--- config.mk ---
export PLATFORM = sky130hd
export DESIGN_NAME = ccrb_top
export DESIGN_NICKNAME = d
export VERILOG_FILES = /design/src/common/ccrb_pkg.sv /design/src/logic/ccrb_wdog.sv /design/src/logic/ccrb_top.sv
export SDC_FILE = /design/constraint.sdc
export NUM_CORES = 1
export LEC_CHECK = 0
export BUFFER_PORTS_ARGS = -buffer_cell sky130_fd_sc_hd__buf_2
export CORE_MARGIN = 3
export CORE_UTILIZATION = 62
export CTS_BUF_LIST = sky130_fd_sc_hd__clkbuf_8 sky130_fd_sc_hd__clkbuf_16
export CTS_CLUSTER_DIAMETER = 80
export DETAILED_ROUTE_END_ITERATION = 16
export GPL_ROUTABILITY_DRIVEN = 0
export PLACE_DENSITY = 0.91
export SETUP_SLACK_MARGIN = 0.2
export SYNTH_ARGS = -nofsm -noshare
export SYNTH_HDL_FRONTEND = slang
export SYNTH_SLANG_ARGS = --single-unit
export TNS_END_PERCENT = 100
--- constraint.sdc ---
create_clock -name clk -period 9.52 [get_ports clk]
set_input_delay 0.952 -clock clk [delete_from_list [all_inputs] [get_ports clk]]
set_output_delay 0.952 -clock clk [all_outputs]
set_load 0.02 [all_outputs]
--- src/common/ccrb_pkg.sv ---
// Package for the charger control register bank: offsets, field positions,
// power-up values and timing counts.
// Assumes a 10 MHz core clock.
package ccrb_pkg;
  localparam logic [7:0] OFS_TIMER_CTRL = 8'h05;
  localparam logic [7:0] OFS_INPUT_CFG = 8'h06;
  localparam logic [7:0] OFS_BATSW_CTRL = 8'h07;
  // Power-up values
  localparam logic [7:0] RST_TIMER_CTRL = 8'h9F;
  localparam logic [7:0] RST_INPUT_CFG = 8'h66;
  localparam logic [7:0] RST_BATSW_CTRL = 8'h4C;
  // Bits restored by watchdog expiry in the third register
  localparam logic [7:0] WDOG_MASK_BATSW = 8'hD4;
  // Field positions, charge timer control
  localparam int TERM_EN_BIT = 7;
  localparam int PROT_DIS_BIT = 6;
  localparam int WDOG_HI_BIT = 5;
  localparam int WDOG_LO_BIT = 4;
  localparam int SAFE_EN_BIT = 3;
  localparam int SAFE_DUR_BIT = 2;
  localparam int THERM_BIT = 1;
  localparam int COOL_BIT = 0;
  // Field positions, input protection config
  localparam int VLIM_HI_BIT = 3;
  localparam int VLIM_LO_BIT = 0;
  // Field positions, battery switch control
  localparam int DETECT_BIT = 7;
  localparam int SLOW_BIT = 6;
  localparam int BSW_DIS_BIT = 5;
  localparam int WARM_BIT = 4;
  localparam int BSW_DLY_BIT = 3;
  localparam int BSW_RST_BIT = 2;
  localparam int TRACK_HI_BIT = 1;
  localparam int TRACK_LO_BIT = 0;
  // Threshold arithmetic in millivolts
  localparam logic [15:0] VLIM_BASE_MV = 16'h0F3C;
  localparam logic [15:0] VLIM_STEP_MV = 16'h0064;
  localparam logic [15:0] TRACK1_MV = 16'h00C8;
  localparam logic [15:0] TRACK2_MV = 16'h00FA;
  localparam logic [15:0] TRACK3_MV = 16'h012C;
  localparam logic [15:0] WARM_MAX_MV = 16'h1004;
  // Timing
  localparam longint CLK_HZ = 10000000;
  localparam longint WDOG_BASE_S = 40;
  localparam longint BSW_DLY_S = 10;
  localparam longint WDOG_BASE_CYC = WDOG_BASE_S * CLK_HZ;
  localparam longint BSW_DLY_CYC = BSW_DLY_S * CLK_HZ;
  localparam int SAFE_SHORT_H = 5;
  localparam int SAFE_LONG_H = 10;
endpackage : ccrb_pkg

--- src/logic/ccrb_wdog.sv ---
// Host watchdog: counts the selected period, restarted by each host write.
// Assumes the period select comes from a register on the same clock.
`timescale 1ns/100ps
module ccrb_wdog #(
  parameter logic [31:0] BASE_CYC = 32'd400000000
) (
  input wire logic clk,
  input wire logic rst_b,
  input wire logic [1:0] period_sel,
  input wire logic kick,
  output logic expire
);
  logic [33:0] count_reg;
  logic [33:0] limit;

  always_comb begin
    unique case (period_sel)
      2'h1: limit = {2'h0, BASE_CYC};
      2'h2: limit = {1'h0, BASE_CYC, 1'h0};
      2'h3: limit = {BASE_CYC, 2'h0};
      default: limit = 34'h0;
    endcase
  end

  // Disabled period holds the count idle
  always_ff @(posedge clk) begin
    if (!rst_b || kick || period_sel == 2'h0 || expire) begin
      count_reg <= 34'h0;
    end else begin
      count_reg <= count_reg + 34'h1;
    end
  end

  always_ff @(posedge clk) begin
    if (!rst_b) begin
      expire <= 1'b0;
    end else begin
      expire <= !kick && period_sel != 2'h0 && !expire && count_reg + 34'h1 >= limit;
    end
  end

  a_no_expire_off: assert property (@(posedge clk) disable iff (!rst_b)
    period_sel == 2'h0 && $past(period_sel) == 2'h0 |-> !expire)
    else $error("watchdog expired while disabled");
endmodule : ccrb_wdog

--- src/logic/ccrb_top.sv ---
// Charger control register bank: three control registers written by the
// host over the serial link, with derived controls for the charger core.
// Assumes register strobes are already in the clk domain; pin inputs are not.
`timescale 1ns/100ps
// Overview of operation
// - Bit 7 of the first register enables termination; powers up set.
// - Protection switch disable acts only while high-impedance mode is on.
// - Watchdog field: off, 40 s, 80 s, 160 s; powers up at 40 s.
// - Safety timer enable gates fast-charge and precharge timers together; default on.
// - Safety timer duration bit: 5 h cleared, 10 h set; default 10 h.
// - Input voltage limit is 3.9 V plus 100 mV per code; default 0110.
// - Writing one to detection force starts data-line detection; default zero.
// - Power-select variant reads the pin level on the detection force bit.
// - Slow-down bit halves safety timer rate in limiting, cool band, thermal loop.
// - Battery switch disable set turns the switch off after the chosen delay.
// - Delay bit: immediate turn-off cleared, about 10 s set; default set.
// - Warm band limits charge voltage to 4.1 V unless warm select set.
// - Battery switch reset enable turns the reset function on; powers up set.
// - Tracking offset is off or adds 200/250/300 mV to battery; limit is the higher.
// - Register reset restores all; watchdog restores listed fields only.
module ccrb_top #(
  parameter logic [31:0] WDOG_BASE_CYC = 32'(ccrb_pkg::WDOG_BASE_CYC),
  parameter logic [31:0] BSW_DLY_CYC = 32'(ccrb_pkg::BSW_DLY_CYC),
  parameter logic PSEL_VARIANT = 1'b0
) (
  input wire logic clk,
  input wire logic rst_b,
  input wire logic reg_wr,
  input wire logic reg_rd,
  input wire logic [7:0] reg_addr,
  input wire logic [7:0] reg_wdata,
  input wire logic soft_reg_reset,
  input wire logic power_select_pin,
  input wire logic high_impedance_mode,
  input wire logic in_input_limit,
  input wire logic in_cool_band,
  input wire logic in_warm_band,
  input wire logic in_thermal_reg,
  input wire logic detect_done,
  input wire logic [15:0] battery_mv,
  input wire logic [15:0] charge_voltage_mv,
  output logic [7:0] reg_rdata,
  output logic termination_enable,
  output logic input_protect_switch_off,
  output logic fast_timer_enable,
  output logic precharge_timer_enable,
  output logic [3:0] safety_timer_hours,
  output logic safety_timer_half_rate,
  output logic thermal_regulation_threshold,
  output logic cool_current_select,
  output logic [1:0] input_overvoltage_threshold,
  output logic [1:0] boost_voltage_select,
  output logic [15:0] input_voltage_limit_mv,
  output logic detection_start,
  output logic detection_active,
  output logic battery_switch_on,
  output logic [15:0] charge_voltage_limit_mv,
  output logic battery_switch_reset_enable,
  output logic watchdog_expired
);
  logic [7:0] timer_ctrl_reg;
  logic [7:0] input_cfg_reg;
  logic [7:0] batsw_ctrl_reg;
  logic wdog_expire;
  logic psel_meta_reg;
  logic psel_sync_reg;
  logic detect_pend_reg;
  logic [31:0] bsw_count_reg;
  logic reg_init;
  logic wr_timer;
  logic wr_input;
  logic wr_batsw;
  logic [15:0] vlim_reg_mv;
  logic [15:0] track_mv;
  logic [15:0] track_sum_mv;
  logic [15:0] vlim_next;

  assign reg_init = !rst_b || soft_reg_reset;
  assign wr_timer = reg_wr && reg_addr == ccrb_pkg::OFS_TIMER_CTRL;
  assign wr_input = reg_wr && reg_addr == ccrb_pkg::OFS_INPUT_CFG;
  assign wr_batsw = reg_wr && reg_addr == ccrb_pkg::OFS_BATSW_CTRL;

  ccrb_wdog #(
    .BASE_CYC(WDOG_BASE_CYC)
  ) u_wdog (
    .clk(clk),
    .rst_b(rst_b),
    .period_sel(timer_ctrl_reg[ccrb_pkg::WDOG_HI_BIT:ccrb_pkg::WDOG_LO_BIT]),
    .kick(reg_wr || soft_reg_reset),
    .expire(wdog_expire)
  );

  // Power-select pin is asynchronous to clk
  always_ff @(posedge clk) begin
    if (!rst_b) begin
      psel_meta_reg <= 1'b0;
      psel_sync_reg <= 1'b0;
    end else begin
      psel_meta_reg <= power_select_pin;
      psel_sync_reg <= psel_meta_reg;
    end
  end

  // First register: every field also restored by watchdog expiry
  always_ff @(posedge clk) begin
    if (reg_init || wdog_expire) begin
      timer_ctrl_reg <= ccrb_pkg::RST_TIMER_CTRL;
    end else if (wr_timer) begin
      timer_ctrl_reg <= reg_wdata;
    end
  end

  // Second register: only register reset restores it
  always_ff @(posedge clk) begin
    if (reg_init) begin
      input_cfg_reg <= ccrb_pkg::RST_INPUT_CFG;
    end else if (wr_input) begin
      input_cfg_reg <= reg_wdata;
    end
  end

  // Third register: watchdog restores only the masked fields
  always_ff @(posedge clk) begin
    if (reg_init) begin
      batsw_ctrl_reg <= ccrb_pkg::RST_BATSW_CTRL;
    end else if (wr_batsw) begin
      batsw_ctrl_reg <= reg_wdata;
      batsw_ctrl_reg[ccrb_pkg::DETECT_BIT] <= 1'b0;
    end else if (wdog_expire) begin
      batsw_ctrl_reg <= (batsw_ctrl_reg & ~ccrb_pkg::WDOG_MASK_BATSW)
        | (ccrb_pkg::RST_BATSW_CTRL & ccrb_pkg::WDOG_MASK_BATSW);
    end
  end

  // Detection runs until the detector reports done or the watchdog expires; a new request wins
  // A host write also beats a same-cycle watchdog expiry, as the register does
  always_ff @(posedge clk) begin
    if (reg_init) begin
      detect_pend_reg <= 1'b0;
    end else if (wr_batsw && reg_wdata[ccrb_pkg::DETECT_BIT]) begin
      detect_pend_reg <= 1'b1;
    end else if (detect_done || wdog_expire) begin
      detect_pend_reg <= 1'b0;
    end
  end

  always_ff @(posedge clk) begin
    if (!rst_b) begin
      detection_start <= 1'b0;
    end else begin
      detection_start <= wr_batsw && reg_wdata[ccrb_pkg::DETECT_BIT] && !soft_reg_reset;
    end
  end

  always_ff @(posedge clk) begin
    if (!rst_b) begin
      detection_active <= 1'b0;
    end else begin
      detection_active <= detect_pend_reg;
    end
  end

  // Read data, registered one cycle after the read strobe
  always_ff @(posedge clk) begin
    if (!rst_b) begin
      reg_rdata <= 8'h00;
    end else if (reg_rd) begin
      unique case (reg_addr)
        ccrb_pkg::OFS_TIMER_CTRL: reg_rdata <= timer_ctrl_reg;
        ccrb_pkg::OFS_INPUT_CFG: reg_rdata <= input_cfg_reg;
        ccrb_pkg::OFS_BATSW_CTRL: begin
          reg_rdata <= batsw_ctrl_reg;
          reg_rdata[ccrb_pkg::DETECT_BIT] <= PSEL_VARIANT ? psel_sync_reg
            : detect_pend_reg;
        end
        default: reg_rdata <= 8'h00;
      endcase
    end
  end

  // Simple decoded controls
  always_ff @(posedge clk) begin
    if (!rst_b) begin
      termination_enable <= 1'b1;
      input_protect_switch_off <= 1'b0;
      fast_timer_enable <= 1'b1;
      precharge_timer_enable <= 1'b1;
      safety_timer_hours <= 4'(ccrb_pkg::SAFE_LONG_H);
      safety_timer_half_rate <= 1'b0;
      thermal_regulation_threshold <= 1'b1;
      cool_current_select <= 1'b1;
      input_overvoltage_threshold <= 2'h1;
      boost_voltage_select <= 2'h2;
      battery_switch_reset_enable <= 1'b1;
      watchdog_expired <= 1'b0;
    end else begin
      termination_enable <= timer_ctrl_reg[ccrb_pkg::TERM_EN_BIT];
      input_protect_switch_off <= timer_ctrl_reg[ccrb_pkg::PROT_DIS_BIT]
        && high_impedance_mode;
      fast_timer_enable <= timer_ctrl_reg[ccrb_pkg::SAFE_EN_BIT];
      precharge_timer_enable <= timer_ctrl_reg[ccrb_pkg::SAFE_EN_BIT];
      safety_timer_hours <= timer_ctrl_reg[ccrb_pkg::SAFE_DUR_BIT]
        ? 4'(ccrb_pkg::SAFE_LONG_H) : 4'(ccrb_pkg::SAFE_SHORT_H);
      safety_timer_half_rate <= batsw_ctrl_reg[ccrb_pkg::SLOW_BIT]
        && (in_input_limit || in_cool_band || in_thermal_reg);
      thermal_regulation_threshold <= timer_ctrl_reg[ccrb_pkg::THERM_BIT];
      cool_current_select <= timer_ctrl_reg[ccrb_pkg::COOL_BIT];
      input_overvoltage_threshold <= input_cfg_reg[7:6];
      boost_voltage_select <= input_cfg_reg[5:4];
      battery_switch_reset_enable <= batsw_ctrl_reg[ccrb_pkg::BSW_RST_BIT];
      watchdog_expired <= wdog_expire;
    end
  end

  // Battery switch turn-off delay; clearing the disable bit aborts it
  always_ff @(posedge clk) begin
    if (!rst_b || !batsw_ctrl_reg[ccrb_pkg::BSW_DIS_BIT]) begin
      bsw_count_reg <= 32'h0;
    end else if (bsw_count_reg < BSW_DLY_CYC) begin
      bsw_count_reg <= bsw_count_reg + 32'h1;
    end
  end

  always_ff @(posedge clk) begin
    if (!rst_b) begin
      battery_switch_on <= 1'b1;
    end else if (!batsw_ctrl_reg[ccrb_pkg::BSW_DIS_BIT]) begin
      battery_switch_on <= 1'b1;
    end else if (!batsw_ctrl_reg[ccrb_pkg::BSW_DLY_BIT]
        || bsw_count_reg >= BSW_DLY_CYC) begin
      battery_switch_on <= 1'b0;
    end
  end

  // Effective input voltage limit
  always_comb begin
    vlim_reg_mv = ccrb_pkg::VLIM_BASE_MV + 16'(ccrb_pkg::VLIM_STEP_MV
      * input_cfg_reg[ccrb_pkg::VLIM_HI_BIT:ccrb_pkg::VLIM_LO_BIT]);
    unique case (batsw_ctrl_reg[ccrb_pkg::TRACK_HI_BIT:ccrb_pkg::TRACK_LO_BIT])
      2'h0: track_mv = 16'h0;
      2'h1: track_mv = ccrb_pkg::TRACK1_MV;
      2'h2: track_mv = ccrb_pkg::TRACK2_MV;
      2'h3: track_mv = ccrb_pkg::TRACK3_MV;
    endcase
    track_sum_mv = battery_mv + track_mv;
    if (track_mv != 16'h0 && track_sum_mv > vlim_reg_mv) begin
      vlim_next = track_sum_mv;
    end else begin
      vlim_next = vlim_reg_mv;
    end
  end

  always_ff @(posedge clk) begin
    if (!rst_b) begin
      input_voltage_limit_mv <= 16'h1194;
      charge_voltage_limit_mv <= 16'h0000;
    end else begin
      input_voltage_limit_mv <= vlim_next;
      if (in_warm_band && !batsw_ctrl_reg[ccrb_pkg::WARM_BIT]
          && charge_voltage_mv > ccrb_pkg::WARM_MAX_MV) begin
        charge_voltage_limit_mv <= ccrb_pkg::WARM_MAX_MV;
      end else begin
        charge_voltage_limit_mv <= charge_voltage_mv;
      end
    end
  end

  a_term_follows: assert property (@(posedge clk) disable iff (!rst_b)
    ##1 termination_enable == $past(timer_ctrl_reg[ccrb_pkg::TERM_EN_BIT]))
    else $error("termination enable mismatch");
  a_prot_gated: assert property (@(posedge clk) disable iff (!rst_b)
    input_protect_switch_off |-> $past(high_impedance_mode))
    else $error("protection switch off without high impedance");
  a_timers_paired: assert property (@(posedge clk) disable iff (!rst_b)
    fast_timer_enable == precharge_timer_enable)
    else $error("safety timers disagree");
  a_timer_hours: assert property (@(posedge clk) disable iff (!rst_b)
    ##1 (safety_timer_hours == 4'(ccrb_pkg::SAFE_LONG_H))
      == $past(timer_ctrl_reg[ccrb_pkg::SAFE_DUR_BIT]))
    else $error("timer hours mismatch");
  a_soft_reset_vals: assert property (@(posedge clk) disable iff (!rst_b)
    soft_reg_reset |=> timer_ctrl_reg == ccrb_pkg::RST_TIMER_CTRL
      && input_cfg_reg == ccrb_pkg::RST_INPUT_CFG
      && batsw_ctrl_reg == ccrb_pkg::RST_BATSW_CTRL)
    else $error("register reset values wrong");
  a_wdog_restore: assert property (@(posedge clk) disable iff (!rst_b)
    wdog_expire |=> timer_ctrl_reg == ccrb_pkg::RST_TIMER_CTRL)
    else $error("watchdog left timer control");
  a_wdog_keeps_input: assert property (@(posedge clk) disable iff (!rst_b)
    wdog_expire && !soft_reg_reset && !wr_input |=> $stable(input_cfg_reg))
    else $error("watchdog altered input config");
  a_wdog_keeps_bsw: assert property (@(posedge clk) disable iff (!rst_b)
    wdog_expire && !reg_init && !wr_batsw
      |=> $stable(batsw_ctrl_reg & ~ccrb_pkg::WDOG_MASK_BATSW))
    else $error("watchdog altered switch fields");
  a_write_readback: assert property (@(posedge clk) disable iff (!rst_b)
    reg_rd && reg_addr == ccrb_pkg::OFS_INPUT_CFG
      |=> reg_rdata == $past(input_cfg_reg))
    else $error("read back differs");
  a_write_lands: assert property (@(posedge clk) disable iff (!rst_b)
    wr_input && !soft_reg_reset |=> input_cfg_reg == $past(reg_wdata))
    else $error("write did not land");
  a_pin_readback: assert property (@(posedge clk) disable iff (!rst_b)
    PSEL_VARIANT && reg_rd && reg_addr == ccrb_pkg::OFS_BATSW_CTRL
      |=> reg_rdata[ccrb_pkg::DETECT_BIT] == $past(psel_sync_reg))
    else $error("pin level not read back");
  a_bsw_immediate: assert property (@(posedge clk) disable iff (!rst_b)
    batsw_ctrl_reg[ccrb_pkg::BSW_DIS_BIT] && !batsw_ctrl_reg[ccrb_pkg::BSW_DLY_BIT]
      |=> !battery_switch_on)
    else $error("battery switch not off at once");
  a_bsw_wait: assert property (@(posedge clk) disable iff (!rst_b)
    $rose(batsw_ctrl_reg[ccrb_pkg::BSW_DIS_BIT]) && batsw_ctrl_reg[ccrb_pkg::BSW_DLY_BIT]
      |=> battery_switch_on)
    else $error("battery switch cut early");
  a_bsw_allow: assert property (@(posedge clk) disable iff (!rst_b)
    !batsw_ctrl_reg[ccrb_pkg::BSW_DIS_BIT] |=> battery_switch_on)
    else $error("battery switch held off");
  a_warm_clamp: assert property (@(posedge clk) disable iff (!rst_b)
    in_warm_band && !batsw_ctrl_reg[ccrb_pkg::WARM_BIT]
      |=> charge_voltage_limit_mv <= ccrb_pkg::WARM_MAX_MV)
    else $error("warm charge voltage above limit");
  a_rst_en_follows: assert property (@(posedge clk) disable iff (!rst_b)
    ##1 battery_switch_reset_enable == $past(batsw_ctrl_reg[ccrb_pkg::BSW_RST_BIT]))
    else $error("switch reset enable mismatch");
  a_detect_start: assert property (@(posedge clk) disable iff (!rst_b)
    wr_batsw && reg_wdata[ccrb_pkg::DETECT_BIT] && !soft_reg_reset
      |=> detection_start ##1 detection_active)
    else $error("detection not started");
  a_half_rate: assert property (@(posedge clk) disable iff (!rst_b)
    safety_timer_half_rate |-> $past(batsw_ctrl_reg[ccrb_pkg::SLOW_BIT]))
    else $error("half rate without slow-down");
  a_vlim_floor: assert property (@(posedge clk) disable iff (!rst_b)
    ##1 input_voltage_limit_mv >= $past(vlim_reg_mv))
    else $error("input limit below register threshold");
  a_track_off: assert property (@(posedge clk) disable iff (!rst_b)
    batsw_ctrl_reg[ccrb_pkg::TRACK_HI_BIT:ccrb_pkg::TRACK_LO_BIT] == 2'h0
      |=> input_voltage_limit_mv == $past(ccrb_pkg::VLIM_BASE_MV + ccrb_pkg::VLIM_STEP_MV
        * 16'(input_cfg_reg[ccrb_pkg::VLIM_HI_BIT:ccrb_pkg::VLIM_LO_BIT])))
    else $error("input limit off its code");

  c_detect: cover property (@(posedge clk) disable iff (!rst_b) detection_start);
  c_wdog: cover property (@(posedge clk) disable iff (!rst_b) wdog_expire);
  c_bsw_off: cover property (@(posedge clk) disable iff (!rst_b) $fell(battery_switch_on));
  c_track: cover property (@(posedge clk) disable iff (!rst_b) vlim_next != vlim_reg_mv);
endmodule : ccrb_top

==> impl_metrics.py <==
metrics = {
    "run_status": {
        "status": "finished, final reports clean",
    },
    "pwr": {
        "combinationalPowerShare": 0.044,
        "internal-power_w": 0.00107,
        "clockPowerShare": 0.503,
        "p_sw_w": 0.000311,
        "p_per_area_nw_per_um2": 154,
        "swShare": 0.226,
        "total_leakage_power_nw": 3.79,
        "vdd_drop_max_uv": 123,
        "seqPwrFrac": 0.452,
    },
    "yosys": {
        "syn_area_per_cell_um2": 8.99,
        "synth_flop_cell": "dfxtp_1",
        "yosysWarnings": 0,
        "netlist_instances": 853,
        "syn_area_um2": 7670,
        "ys_types": 65,
        "synth_top_area_share": 0.386,
        "synth.most_common_cell": "dfxtp_1",
        "yosysTopAreaCell": "dfxtp_1",
        "ys_async_sr_fraction": 0,
        "ys_top_cells_by_count": "dfxtp_1, nor2_1, nand2_1, ha_1, xnor2_1",
        "ys_top_cells_by_area": "dfxtp_1, ha_1, xnor2_1, nor2_1, mux2i_1",
        "synth_nets": 976,
        "synth-seq-area-share": 0.386,
        "synth-edff-count": 0,
        "synth.ff_latch_count": 148,
    },
    "layout": {
        "fill_cells": 776,
        "drive_gt1_frac": 0.184,
        "final_cell_area_um2": 8950,
        "area_growth_pct": 16.7,
        "layout.nets": 1090,
        "largest_reg_flops": 34,
        "n_antenna_cell": 0,
        "fin_util": 0.761,
    },
    "clock_tree": {
        "cts_tree": "done",
        "cts_resized": 0,
        "cts_sinks": 148,
        "max-clock-path-buffers": 2,
        "clock-root-buffer": "clkbuf_16",
        "cts-htree-levels": 4,
        "cts_inserted_buffers": 17,
        "clock_latency_ns": 0.43,
        "hold_buffers": 0,
        "clk_pin_slew_ns": 0.06,
        "cts_setup_buffers": 0,
    },
    "hold_path": {
        "hold_start": "timer_ctrl_reg[7]$_SDFFE_PP1P_",
        "min_path_cells": 1,
        "holdCritPathClass": "reg -> reg",
        "holdPathEnd": "termination_enable$_SDFF_PN1_",
    },
    "worst_setup_path": {
        "endpoint_kind": "register",
        "r2r_cells": 14,
        "worst_ep_required_time_ns": 9.83,
        "crit_family": "compound AO/OA/AOI/OAI gates",
        "arrival_ns": 4.94,
        "crit_fanout": 13,
        "max_stage_delay_ns": 0.53,
        "reg2reg_from": "input_cfg_reg[0]$_SDFFE_PP0P_",
        "worst_r2r_endpoint": "input_voltage_limit_mv[12]$_SDFF_PN1_",
        "crit_slowest_cell": "a41oi_2",
        "path_buf_inv": 1,
        "ff2ff_setup_slack_ns": 4.89,
        "path_cells": "inv_1, ha_1, ha_1, fa_1, xnor2_1, o21ai_0, or3_1, ha_1, a21oi_1, o21ai_0, a21o_1, o21ai_0, a41oi_2, mux2_1",
        "start_kind": "register",
        "crit_start": "input_cfg_reg[0]$_SDFFE_PP0P_",
        "path_class": "reg -> reg",
    },
    "timing": {
        "fin_crit_sh": 0.486,
        "final.setup_skew_ns": 0.00536,
        "tightestPinTransition_ns": 0.953,
        "layout_min_cycle_time_ns": 4.63,
        "slew_headroom": 0.363,
        "setup_viol": 0,
        "rsz0062_at_grt": "false",
        "fmax_ghz": 0.216,
        "finalSetupTns_ns": 0,
        "drv_slew": 0,
        "hold_viol": 0,
    },
    "floorplanning": {
        "coreArea_um2": 11800,
        "boundaryPins": 120,
        "rows": 39,
        "dieArea_um2": 13700,
        "initial_core_util": 0.652,
        "fp.dieW_um": 117,
        "chipHeight_um": 117,
    },
    "route": {
        "postRouteAntennaNets": 0,
        "drt_iter0_drc": 433,
        "firstDrtPassIters": 5,
        "vias": 6638,
        "routed_wl_mm": 18.6,
        "drc_errors": 0,
        "wl_per_cell_um": 16.3,
        "viasPerCell": 5.80,
    },
    "placed_design": {
        "dpl-instance-area_um2": 8340,
        "portBuffers": 118,
        "hpwlAfterDp_mm": 12.7,
    },
    "global_route": {
        "antenna_found_initial": 0,
        "grt_max_degree": 42,
        "grt_usage": 0.280,
        "grt_pass1_wl_mm": 30.3,
        "grt_pass1_vias": 6589,
        "gr-total-overflow": 0,
    },
    "job": {
        "maxCapViolations": 0,
    },
}
-- cell type report --
| class | instances | area [um2] | area share |
|---|---|---|---|
| Multi-Input combinational cell | 645 | 4440 | 0.496 |
| Sequential cell | 148 | 2960 | 0.331 |
| Timing Repair Buffer | 119 | 598 | 0.0668 |
| Clock buffer | 18 | 439 | 0.0490 |
| Tap cell | 164 | 205 | 0.0229 |
| Clock inverter | 14 | 176 | 0.0197 |
| Inverter | 36 | 135 | 0.0151 |
-- layout by cell type, fill, tap and decap left out, types with 8 or more instances in the layout --
cell / synthesis / routed
inv_1: 35 / 36
a22oi_1: 8 / 8
nor3_1: 17 / 17
or3_1: 11 / 11
and3_1: 21 / 21
clkbuf_16: 0 / 17
nand4_1: 15 / 15
nor2_1: 109 / 109
nor2b_1: 20 / 20
mux2i_1: 30 / 30
o21ai_1: 8 / 8
a21o_1: 9 / 9
o21ai_0: 15 / 15
nand3_1: 22 / 22
ha_1: 61 / 61
buf_2: 0 / 118
nand2_1: 65 / 65
a21oi_1: 32 / 32
dfxtp_1: 148 / 148
nand2b_1: 15 / 15
and2_1: 24 / 24
xnor2_1: 48 / 48
xor2_1: 28 / 28
-- worst max path at each step --
stage | slack [ns] | end | cells past startpoint
after floorplan | 5.61 | input_voltage_limit_mv[0]$_SDFF_PN0_ | 16
after global placement | 4.76 | input_voltage_limit_mv[12]$_SDFF_PN1_ | 16
after detailed placement | 4.65 | input_voltage_limit_mv[2]$_SDFF_PN1_ | 16
after CTS | 4.94 | input_voltage_limit_mv[12]$_SDFF_PN1_ | 14
after global routing | 4.60 | input_voltage_limit_mv[2]$_SDFF_PN1_ | 14
final | 4.89 | input_voltage_limit_mv[12]$_SDFF_PN1_ | 14
-- routing by layer --
metal / vias up / track usage / wire (um)
met1: 3152 / 0.326 / 7670
met5: - / 0 / 0
li1: 3175 / - / -
met3: 58 / 0.0648 / 1140
met2: 253 / 0.492 / 9280
met4: 0 / 0.117 / 546
-- power groups by stage --
stage	Sequential, W	Combinational, W	Clock [W]
2_1_floorplan	0.000643	0.0000278	0
3_3_place_gp	0.000638	0.0000566	0
3_5_place_dp	0.000638	0.0000590	0
4_1_cts	0.000624	0.0000605	0.000697
5_1_grt	0.000624	0.0000671	0.000726
6_report	0.000624	0.0000613	0.000694
-- stage by stage --
step,hold slack (ns),setup WS [ns],total power (W),cells
after global routing,0.491,4.60,0.00142,1144
after detailed placement,0.460,4.65,0.000697,1112
after global placement,0.454,4.76,0.000695,1112
after CTS,0.476,4.94,0.00138,1144
final,0.475,4.89,0.00138,1144
after floorplan,0.429,5.61,0.000671,853
-- cell families (layout without fill, tap and decap cells) --
| logic type | Yosys count | count (layout) | share of synthesized area |
|---|---|---|---|
| AO/OA/AOI/OAI | 105 | 105 | 0.0882 |
| XOR/XNOR | 76 | 76 | 0.0868 |
| flip-flops | 148 | 148 | 0.386 |
| buffers and inverters | 60 | 187 | 0.0354 |
| adder cells (fa/ha/maj) | 63 | 63 | 0.105 |
| AND/OR/NAND/NOR | 363 | 363 | 0.248 |
| multiplexers | 38 | 38 | 0.0509 |
Power figures use the tool's default switching activity.
